`src/rtl/bit_shift_flag_params.svh`:
```
`ifndef BIT_SHIFT_FLAG_PARAMS_SVH
`define BIT_SHIFT_FLAG_PARAMS_SVH

// status flag bit positions
`define FLAG_C 3'h0
`define FLAG_Z 3'h1
`define FLAG_N 3'h2
`define FLAG_V 3'h3
`define FLAG_S 3'h4
`define FLAG_H 3'h5
`define FLAG_T 3'h6
`define FLAG_I 3'h7

// reset values
`define FLAGS_RST 8'h00
`define BYTE_RST 8'h00

// cycle counts
`define CYC_IO_BIT 2'h2
`define CYC_SINGLE 2'h1

`endif

```
`src/rtl/bit_shift_flag_pkg.sv`:
```
package bit_shift_flag_pkg;
    // operation codes
    typedef enum logic [4:0] {
        op_nop = 5'h00,
        io_bit_set = 5'h01,
        io_bit_clear = 5'h02,
        shift_left_logical = 5'h03,
        shift_right_logical = 5'h04,
        rotate_left_carry = 5'h05,
        rotate_right_carry = 5'h06,
        shift_right_arith = 5'h07,
        nibble_swap = 5'h08,
        flag_index_set = 5'h09,
        flag_index_clear = 5'h0a,
        bit_to_transfer_flag = 5'h0b,
        transfer_flag_to_bit = 5'h0c,
        carry_set = 5'h0d,
        carry_clear = 5'h0e,
        negative_set = 5'h0f,
        negative_clear = 5'h10,
        zero_set = 5'h11,
        zero_clear = 5'h12,
        int_enable_set = 5'h13,
        int_enable_clear = 5'h14,
        signed_flag_set = 5'h15,
        signed_flag_clear = 5'h16,
        overflow_flag_set = 5'h17,
        overflow_flag_clear = 5'h18,
        transfer_set = 5'h19,
        transfer_clear = 5'h1a,
        half_carry_set = 5'h1b,
        half_carry_clear = 5'h1c
    } op_t;

    // one-hot sequencer states
    typedef enum logic [1:0] {
        st_idle = 2'b01,
        st_io2 = 2'b10
    } state_t;

    // instruction request from the decoder
    typedef struct packed {
        logic valid;
        op_t op;
        logic [2:0] sel;
        logic [7:0] operand;
    } req_t;

    // result toward register file and i/o space
    typedef struct packed {
        logic reg_we;
        logic [7:0] reg_data;
        logic io_we;
        logic [7:0] io_data;
        logic done;
        logic [1:0] cycles;
    } res_t;

    typedef struct packed {
        state_t state;
        logic [7:0] flags;
        logic [7:0] io_hold;
        res_t res;
    } core_t;
endpackage : bit_shift_flag_pkg

```
`src/rtl/bit_shift_flag_unit.sv`:
```
// Functional notes
// (RULE1) io_bit_set writes 1 to the chosen bit of the i/o byte, keeps flags, takes 2 cycles.
// (RULE2) io_bit_clear writes 0 to the chosen bit of the i/o byte, keeps flags, takes 2 cycles.
// (RULE3) shift_left_logical moves bits up, feeds 0 into bit 0, updates Z C N V, 1 cycle.
// (RULE4) shift_right_logical moves bits down, feeds 0 into bit 7, updates Z C N V, 1 cycle.
// (RULE5) rotate_left_carry feeds old carry into bit 0 and bit 7 into carry, 1 cycle.
// (RULE6) rotate_right_carry feeds old carry into bit 7 and bit 0 into carry, 1 cycle.
// (RULE7) shift_right_arith shifts down keeping bit 7, updates Z C N V, 1 cycle.
// (RULE8) nibble_swap exchanges the two nibbles in 1 cycle with flags kept.
// (RULE9) bit_to_transfer_flag copies the chosen operand bit into T only, 1 cycle.
// (RULE10) transfer_flag_to_bit writes T into the chosen bit, flags kept, 1 cycle.
// (RULE11) overflow set and clear touch only V in 1 cycle.
// (RULE12) half-carry set and clear touch only H in 1 cycle.
// (RULE13) signed flag set and clear touch only S in 1 cycle.
// (RULE14) C, N, Z, T and I each have their own set and clear, touching only that flag.
// (RULE15) flag_index_set and flag_index_clear write one flag chosen by a 3-bit index in 1 cycle.
// (RULE16) shifts set Z on zero result, N from bit 7 and V as N xor C.
`timescale 1ns/1ps
`include "bit_shift_flag_params.svh"

module bit_shift_flag_unit
    import bit_shift_flag_pkg::*;
(
    // clock and reset
    input wire logic clk,
    input wire logic rst_n,
    // decoder request
    input req_t req,
    // i/o byte read for the bit set and clear read-modify-write
    input wire logic [7:0] io_rdata,
    // results
    output res_t res,
    output logic [7:0] flags,
    output logic busy
);

    core_t r_r;
    core_t r_nxt;

    // single-bit update of a byte at a runtime index
    function automatic logic [7:0] put_bit(input logic [7:0] v, input logic [2:0] i,
                                           input logic b);
        logic [7:0] o;
        o = v;
        o[i] = b;
        return o;
    endfunction : put_bit

    // shift result flags; S is left alone, only Z C N V are listed as affected
    function automatic logic [7:0] shift_flags(input logic [7:0] f, input logic [7:0] y,
                                               input logic c);
        logic [7:0] o;
        o = f;
        o[`FLAG_Z] = (y == `BYTE_RST); // RULE16
        o[`FLAG_C] = c;
        o[`FLAG_N] = y[7]; // RULE16
        o[`FLAG_V] = y[7] ^ c; // RULE16
        return o;
    endfunction : shift_flags

    always_comb begin
        logic [7:0] y;
        logic c;
        y = req.operand;
        c = 1'b0;
        r_nxt = r_r;
        r_nxt.res.reg_we = 1'b0;
        r_nxt.res.io_we = 1'b0;
        r_nxt.res.done = 1'b0;
        case (r_r.state)
            st_idle: begin
                if (req.valid) begin
                    r_nxt.res.done = 1'b1;
                    r_nxt.res.cycles = `CYC_SINGLE;
                    r_nxt.res.reg_data = r_r.res.reg_data;
                    case (req.op)
                        // i/o bit ops finish in a second cycle so the write lands on cycle 2
                        io_bit_set: begin
                            r_nxt.io_hold = put_bit(io_rdata, req.sel, 1'b1); // RULE1
                            r_nxt.res.done = 1'b0;
                            r_nxt.state = st_io2; // RULE1
                        end

                        // clear variant mirrors the set path; the hold byte carries the edit
                        io_bit_clear: begin
                            r_nxt.io_hold = put_bit(io_rdata, req.sel, 1'b0); // RULE2
                            r_nxt.res.done = 1'b0;
                            r_nxt.state = st_io2; // RULE2
                        end

                        // logical left: bit 7 leaves through carry
                        shift_left_logical: begin
                            y = {req.operand[6:0], 1'b0}; // RULE3
                            c = req.operand[7];
                            r_nxt.flags = shift_flags(r_r.flags, y, c); // RULE3
                            r_nxt.res.reg_we = 1'b1;
                            r_nxt.res.reg_data = y;
                        end

                        // logical right: bit 0 leaves through carry, a zero enters at the top
                        shift_right_logical: begin
                            y = {1'b0, req.operand[7:1]}; // RULE4
                            c = req.operand[0];
                            r_nxt.flags = shift_flags(r_r.flags, y, c); // RULE4
                            r_nxt.res.reg_we = 1'b1;
                            r_nxt.res.reg_data = y;
                        end

                        // rotates reuse the stored carry, so back-to-back rotates chain cleanly
                        rotate_left_carry: begin
                            y = {req.operand[6:0], r_r.flags[`FLAG_C]}; // RULE5
                            c = req.operand[7]; // RULE5
                            r_nxt.flags = shift_flags(r_r.flags, y, c);
                            r_nxt.res.reg_we = 1'b1;
                            r_nxt.res.reg_data = y;
                        end

                        // right rotate: the stored carry re-enters at the top
                        rotate_right_carry: begin
                            y = {r_r.flags[`FLAG_C], req.operand[7:1]}; // RULE6
                            c = req.operand[0]; // RULE6
                            r_nxt.flags = shift_flags(r_r.flags, y, c);
                            r_nxt.res.reg_we = 1'b1;
                            r_nxt.res.reg_data = y;
                        end

                        // arithmetic right: the sign bit is copied so negatives stay negative
                        shift_right_arith: begin
                            y = {req.operand[7], req.operand[7:1]}; // RULE7
                            c = req.operand[0];
                            r_nxt.flags = shift_flags(r_r.flags, y, c); // RULE7
                            r_nxt.res.reg_we = 1'b1;
                            r_nxt.res.reg_data = y;
                        end

                        // nibble exchange: flags are not part of the result
                        nibble_swap: begin
                            r_nxt.res.reg_we = 1'b1;
                            r_nxt.res.reg_data = {req.operand[3:0], req.operand[7:4]}; // RULE8
                        end

                        // bit store: only the transfer flag moves
                        bit_to_transfer_flag:
                            r_nxt.flags[`FLAG_T] = req.operand[req.sel]; // RULE9

                        // bit load: the operand comes back with one bit replaced by T
                        transfer_flag_to_bit: begin
                            r_nxt.res.reg_we = 1'b1;
                            r_nxt.res.reg_data = put_bit(req.operand, req.sel,
                                                         r_r.flags[`FLAG_T]); // RULE10
                        end

                        // generic flag write; the index reaches all eight status bits
                        flag_index_set: r_nxt.flags[req.sel] = 1'b1; // RULE15
                        flag_index_clear: r_nxt.flags[req.sel] = 1'b0; // RULE15

                        // dedicated overflow writes
                        overflow_flag_set: r_nxt.flags[`FLAG_V] = 1'b1; // RULE11
                        overflow_flag_clear: r_nxt.flags[`FLAG_V] = 1'b0; // RULE11

                        // dedicated half-carry writes
                        half_carry_set: r_nxt.flags[`FLAG_H] = 1'b1; // RULE12
                        half_carry_clear: r_nxt.flags[`FLAG_H] = 1'b0; // RULE12

                        // dedicated signed-test writes
                        signed_flag_set: r_nxt.flags[`FLAG_S] = 1'b1; // RULE13
                        signed_flag_clear: r_nxt.flags[`FLAG_S] = 1'b0; // RULE13

                        // dedicated carry writes
                        carry_set: r_nxt.flags[`FLAG_C] = 1'b1; // RULE14
                        carry_clear: r_nxt.flags[`FLAG_C] = 1'b0; // RULE14

                        // dedicated negative writes
                        negative_set: r_nxt.flags[`FLAG_N] = 1'b1; // RULE14
                        negative_clear: r_nxt.flags[`FLAG_N] = 1'b0; // RULE14

                        // dedicated zero writes
                        zero_set: r_nxt.flags[`FLAG_Z] = 1'b1; // RULE14
                        zero_clear: r_nxt.flags[`FLAG_Z] = 1'b0; // RULE14

                        // dedicated transfer flag writes
                        transfer_set: r_nxt.flags[`FLAG_T] = 1'b1; // RULE14
                        transfer_clear: r_nxt.flags[`FLAG_T] = 1'b0; // RULE14

                        // dedicated interrupt enable writes; no interrupt logic lives here
                        int_enable_set: r_nxt.flags[`FLAG_I] = 1'b1; // RULE14
                        int_enable_clear: r_nxt.flags[`FLAG_I] = 1'b0; // RULE14

                        // unknown codes still pulse done so the decoder never stalls
                        default: r_nxt.res.done = 1'b1; // no-op completes in one cycle
                    endcase
                end
            end
            st_io2: begin
                // flags untouched; request input is ignored while busy
                r_nxt.res.io_we = 1'b1; // RULE1 RULE2
                r_nxt.res.io_data = r_r.io_hold;
                r_nxt.res.done = 1'b1;
                r_nxt.res.cycles = `CYC_IO_BIT;
                r_nxt.state = st_idle;
            end
            default: r_nxt.state = st_idle;
        endcase
    end

    // single register stage holds every piece of state
    // data fields are cleared as well, so the first trace after reset holds no unknowns
    always_ff @(posedge clk) begin
        if (!rst_n) begin
            r_r.state <= st_idle;
            r_r.flags <= `FLAGS_RST;
            r_r.io_hold <= `BYTE_RST;
            r_r.res <= '0;
        end else begin
            r_r <= r_nxt;
        end
    end

    // outputs are plain flop bits, no logic after the register
    assign res = r_r.res;
    assign flags = r_r.flags;
    assign busy = r_r.state[1]; // st_io2 one-hot bit
endmodule : bit_shift_flag_unit

```
`config.mk`:
```
export PLATFORM = sky130hd
export DESIGN_NAME = bit_shift_flag_unit
export DESIGN_NICKNAME = d
export VERILOG_FILES = /design/src/rtl/bit_shift_flag_pkg.sv /design/src/rtl/bit_shift_flag_unit.sv
export VERILOG_INCLUDE_DIRS = /design/src /design/src/rtl
export SDC_FILE = /design/constraint.sdc
export NUM_CORES = 1
export LEC_CHECK = 0
export ABC_CLOCK_PERIOD_IN_PS = 3280
export CORE_UTILIZATION = 45
export CTS_BUF_LIST = sky130_fd_sc_hd__clkbuf_4 sky130_fd_sc_hd__clkbuf_8 sky130_fd_sc_hd__clkbuf_16
export CTS_CLUSTER_DIAMETER = 80
export DETAILED_ROUTE_END_ITERATION = 10
export DONT_BUFFER_PORTS = 1
export GPL_ROUTABILITY_DRIVEN = 0
export GPL_TIMING_DRIVEN = 0
export SLEW_MARGIN = 20
export SYNTH_ARGS = -nofsm -noshare
export SYNTH_HDL_FRONTEND = slang
export SYNTH_SLANG_ARGS = --single-unit
```
`constraint.sdc`:
```
create_clock -name clk -period 3.28 [get_ports clk]
set_input_delay 0.656 -clock clk [delete_from_list [all_inputs] [get_ports clk]]
set_output_delay 0.656 -clock clk [all_outputs]
set_load 0.05 [all_outputs]
```
After elaboration in Yosys (flattened, before gate mapping)
Index checks and enable logic that the tools add are counted.

Add/sub/neg operators: 0. $mul: 0. Divide/modulo/power cells: 0. Order comparisons: 2. Equal/unequal tests: 31. Shift operators: 0. Multiplexer cells: 19. Bitwise logic cells: 8. Reductions and logical operators: 35.

Operators by type and width (count): == test 5 bit (second input constant) (13); case mux 9 bit (7 select lines) (1); == test 5 x 4 -> 1 bit (second input constant) (8); AND reduction 3 bit (11); zero test 8 bit (3); == test 5 x 3 -> 1 bit (second input constant) (4); AND 8 bit (2); bitwise OR 8 bit (2); case mux 8 bit (2 select lines) (1); zero test 7 bit (2); nonzero test 7 bit (2); case mux 1 bit (4 select lines) (3); nonzero test 4 bit (3); == test 5 x 2 -> 1 bit (second input constant) (2); 2-to-1 mux 9 bit (1); case mux 1 bit (9 select lines) (1); nonzero test 9 bit (1); bitwise mux 8 bit (1); NOT 8 bit (1); case mux 1 bit (8 select lines) (1); nonzero test 8 bit (1); case mux 1 bit (7 select lines) (1); case mux 1 bit (6 select lines) (1); case mux 3 bit (2 select lines) (1); 19 further kinds (28).

Register bits after elaboration: 39. Latch bits: 0. Memory bits (writable): 0. ROM bits: 0. Bits of input ports: 27. Word-level logic and storage cells: 111. Memories kept: 0.

Depth between registers and ports, before layout
Depth in word-level cells: 7. Mapped depth: 9. Depth with buffers taken out: 7.

Worst setup path before layout
No wires, ideal clock.

Path type: register to register. Start point: reg r_r (netlist bit busy). End point: reg r_r[22] (netlist bit). Arrival time: 1.889 ns. Data required time: 3.165 ns. Slack: 1.276 ns. Cell stages (with the launch flop): 9. Buffers on the path: 2. Clock period less this slack: 2.004 ns. Cells stage by stage: dfxtp_1 inv_1 ha_1 and2_1 buf_1 nand3_1 buf_2 o21ai_0 and2_1.

Cells in the longest elaborated chain, start to end: 2.

RTL lines: start, declared (RTL line bit_shift_flag_unit.sv:37) `core_t r_r;`; start signal, assigned (RTL line bit_shift_flag_unit.sv:215) `r_r <= r_nxt;`; == test 2 x 1 -> 1 bit (RTL line bit_shift_flag_unit.sv:70) `case (r_r.state)`; AND reduction 3 bit (no source line).

Every way passes these cells. A chain may end at the register's enable or synchronous reset.

Worst setup path after layout
Same ends and word-level chain as after synthesis.

==> PnR_summary.wiki <==
{| class="wikitable"
! Metric !! Value
|-
| Count of mapped cells out of synthesis || 377
|-
| Combinational power share || 0.229
|-
| P_sw || around 0.36 mW
|-
| Internal Power || 0.766 mW
|-
| Vias in the first global route || ~2500
|-
| Post-placement setup slack || 0.856 ns
|-
| # diodes || 0
|-
| Residual overflow from global routing || 0
|-
| Net switching fraction of the power || 0.323
|-
| Number of DRC violations after detailed routing || 0
|-
| Required time worst endpoint || about 3.5 ns
|-
| Number of synthesized flops with an enable pin || 0
|-
| Post-route core utilization || 0.512
|-
| Final clock skew || 0.00498 ns
|-
| Insertion delay of the later-clocked pin in the worst-skew pair || 0.30 ns
|-
| Fin. Hold Viols || 0
|-
| Launching element type of the critical path || register
|-
| Min-delay worst type || register to register
|-
| Clock Sink Count || 39
|-
| CP Class || register to register
|-
| Number of buffers inserted during clock tree synthesis || 5
|-
| Worst hold slack across all endpoints || around 0.46 ns
|-
| Initial core utilization || 0.480
|-
| Layout cells sized above 1 || 0.145
|-
| Cell-by-cell trace of the critical path || inv_1 > ha_1 > and2_1 > buf_1 > nand3_1 > buf_2 > o21ai_0 > and2_1
|-
| Buffering stage count on the worst path with inverters included || 3
|-
| Launching instance or port of the critical path || busy
|-
| Critical-path top delay cell || sky130_fd_sc_hd__dfxtp_1
|-
| Critical hold path startpoint || r_r[21]
|-
| Most frequent cells in the layout || sky130_fd_sc_hd__dfxtp_1 (39), sky130_fd_sc_hd__o21ai_0 (31), sky130_fd_sc_hd__nor2_1 (31)
|-
| Pin count of the biggest net entering global routing || 13
|-
| Clock slew seen by the registers of the worst setup and hold paths || roughly 0.08 ns
|-
| Die Outline Area || between 6000 and 7000 um^2
|-
| Number of nets with antenna violations after detailed routing || 0
|-
| Fin nets || around 410
|-
| Die boundary height || ~80 um
|-
| Sequential power share || 0.440
|-
| Power share of the clock group || 0.331
|-
| Critical Path AT || 2.45 ns
|-
| Final Critical Period || between 2 and 2.5 ns
|-
| Sequential element share of the synthesized area || 0.269
|-
| Maximum buffer depth of the clock tree || 2
|-
| Post-Syn Area || about 2900 um^2
|-
| Pleak || 1.16 nW
|-
| Buffers inserted by post-CTS timing repair || 0
|-
| Setup crit end kind || register
|-
| TritonCTS clock tree || done
|-
| Number of placement rows || 28
|-
| Clock H-tree levels || 2
|-
| Average detailed-routed wire length per instance || 17.5 um
|-
| Max incr delay on CP || between 0.6 and 0.7 ns
|-
| Detailed-routing iteration count for the pre-antenna-repair pass || 5
|-
| FFs w/ async S/R, synth || 0
|-
| Launch instance of the worst register-to-register path || busy
|-
| Cell mode on critical path || sky130_fd_sc_hd__and2_1
|-
| Fraction of the mapped netlist area in compound gates || 0.267
|-
| Dominant delay contributor by cell family on the critical path || flip-flops
|-
| Iteration-0 DRC Markers || 209
|-
| Total wirelength of the detailed-routed design || slightly above 8000 um
|-
| Average cell area after synthesis || 7.71 um^2
|-
| Arithmetic-cell share of the synthesized area counting full adders, half adders and majority gates || 0.0129
|-
| First-pass GRT wire length || ~13000 um
|-
| I/O pins || 57
|-
| Largest family of logic cells by synthesized area || compound AO/OA/AOI/OAI gates
|-
| Core Footprint || slightly above 6000 um^2
|-
| Synth warn || 0
|-
| Final setup TNS || 0 ns
|-
| Area fraction in and, or, nand and nor cells after synthesis || 0.235
|-
| Post-detailed-placement half-perimeter wirelength || between 5000 and 6000 um
|-
| Total of buffers placed on input and output ports || 0
|-
| GR Util All Layers || 0.248
|-
| CTS Root Cell || sky130_fd_sc_hd__clkbuf_8
|-
| Via count of the routed design || around 2800
|-
| Layout overhead on the synthesized area || 6.80%
|-
| Worst-path fanout max || 10
|-
| Total power density per cell area || 364 nW/um^2
|-
| Post-cts gate resize count || 0
|-
| Hold-fix buffer count after cts || 0
|-
| Relative slew slack || 0.384
|-
| Transition time at the pin with the least slew margin || a little over 0.9 ns
|-
| Post-layout worst setup margin || 1.02 ns
|-
| Chip Width || 82.4 um
|-
| Slew Viols, Final || 0
|-
| Number of endpoints failing setup at the final stage || 0
|-
| Count of distinct cell types in the synthesized netlist || between 50 and 60
|-
| Unrepaired setup endpoints after global routing || false
|-
| Multiplexer share of the synthesized area || 0.0723
|-
| Highest Clock Rate || around 440 MHz
|-
| #FFs+latches synth || 39
|-
| Synth Area in XOR/XNOR || 0.0151
|-
| Peak ir drop on the vdd network || approximately 0.00019 V
|-
| Top flip-flop cell by instance count after synthesis || sky130_fd_sc_hd__dfxtp_1
|-
| Result of the run || finished, final reports clean
|-
| Share of the clock period used by the worst path || 0.688
|-
| Vias per std cell || 6.07
|-
| Initial antenna violation count || 0
|-
| Synthesized net count || 407
|-
| Most common library cell in the layout ignoring fill and taps || sky130_fd_sc_hd__dfxtp_1
|-
| Number of max-cap violations || 0
|}
[worst reg2reg max path: stages, from the launching register on]
cell and delay (ns):
sky130_fd_sc_hd__dfxtp_1 0.66, sky130_fd_sc_hd__inv_1 0.13, sky130_fd_sc_hd__ha_1 0.27, sky130_fd_sc_hd__and2_1 0.17
sky130_fd_sc_hd__buf_1 0.16, sky130_fd_sc_hd__nand3_1 0.26, sky130_fd_sc_hd__buf_2 0.25, sky130_fd_sc_hd__o21ai_0 0.10
sky130_fd_sc_hd__and2_1 0.15
[area by class of cell]
type / instances / area (um^2)
Fill cell: 634 / 2960
Multi-Input combinational cell: 274 / 1750
Sequential cell: 39 / 781
Buffer: 59 / 354
Clock buffer: 7 / 96.3
Tap cell: 75 / 93.8
Inverter: 5 / 18.8
Clock inverter: 1 / 7.51
[cell usage after synthesis, drive strengths merged, types with 5 or more instances]
| master | n | share of area |
|---|---|---|
| nor2 | 31 | 0.040 |
| and2 | 11 | 0.024 |
| nand2b | 5 | 0.011 |
| nor3 | 8 | 0.015 |
| o21ai | 32 | 0.055 |
| nor2b | 17 | 0.037 |
| buf | 48 | 0.11 |
| o21a | 8 | 0.021 |
| a2111oi | 6 | 0.020 |
| dfxtp | 39 | 0.27 |
| mux2i | 21 | 0.072 |
| nor3b | 8 | 0.022 |
| a21oi | 23 | 0.040 |
| clkbuf | 11 | 0.014 |
| nand3 | 11 | 0.019 |
| inv | 5 | 0.0065 |
| nand2 | 26 | 0.034 |
[logic make-up (layout without fill, tap and decap cells)]
logic type | count (synthesis) | after routing
buf+inv | 64 | 72
simple gates | 131 | 131
compound gates | 114 | 114
fa+ha+maj | 3 | 3
mux | 21 | 21
flops | 39 | 39
xor+xnor | 5 | 5
[power groups by stage]
stage	Combinational, mW	Clock [mW]	Sequential, mW
global placement	0.254	0	0.508
finish	0.259	0.375	0.497
global route	0.281	0.406	0.500
floorplan	0.211	0	0.506
detailed placement	0.254	0	0.509
CTS	0.255	0.386	0.498
[state kept, by name, summed over array words and instances, names as in the netlist]
| name | count |
|---|---|
| flags | 8 |
| busy | 1 |
| r_r | 9 |
| res | 21 |
[worst paths after layout]
path | slack, ns | endpoint | cells past startpoint
hold / removal | 0.46 | r_r[21] | 2
setup / recovery | 1.02 | r_r[22] | 8
setup reg to reg | 1.02 | r_r[22] | 8
hold reg to reg | 0.46 | r_r[21] | 2
[routing by layer]
layer,GRT usage,share of wire,routed length [um],vias to the layer above
met5,0,0,0,-
met4,0.0684,0.014,115,0
met3,0.0527,0.10,828,12
met2,0.393,0.45,3610,134
met1,0.338,0.43,3490,1288
li1,-,-,-,1356
[stage by stage]
| stage | cells | area [um^2] | total power [mW] |
|---|---|---|---|
| after detailed placement | 452 | 3000 | 0.763 |
| after CTS | 460 | 3100 | 1.14 |
| after global placement | 452 | 3000 | 0.763 |
| after global routing | 460 | 3100 | 1.19 |
| final | 460 | 3100 | 1.13 |
| after floorplan | 377 | 2910 | 0.717 |
No activity file was read; power rests on OpenSTA's default activity.
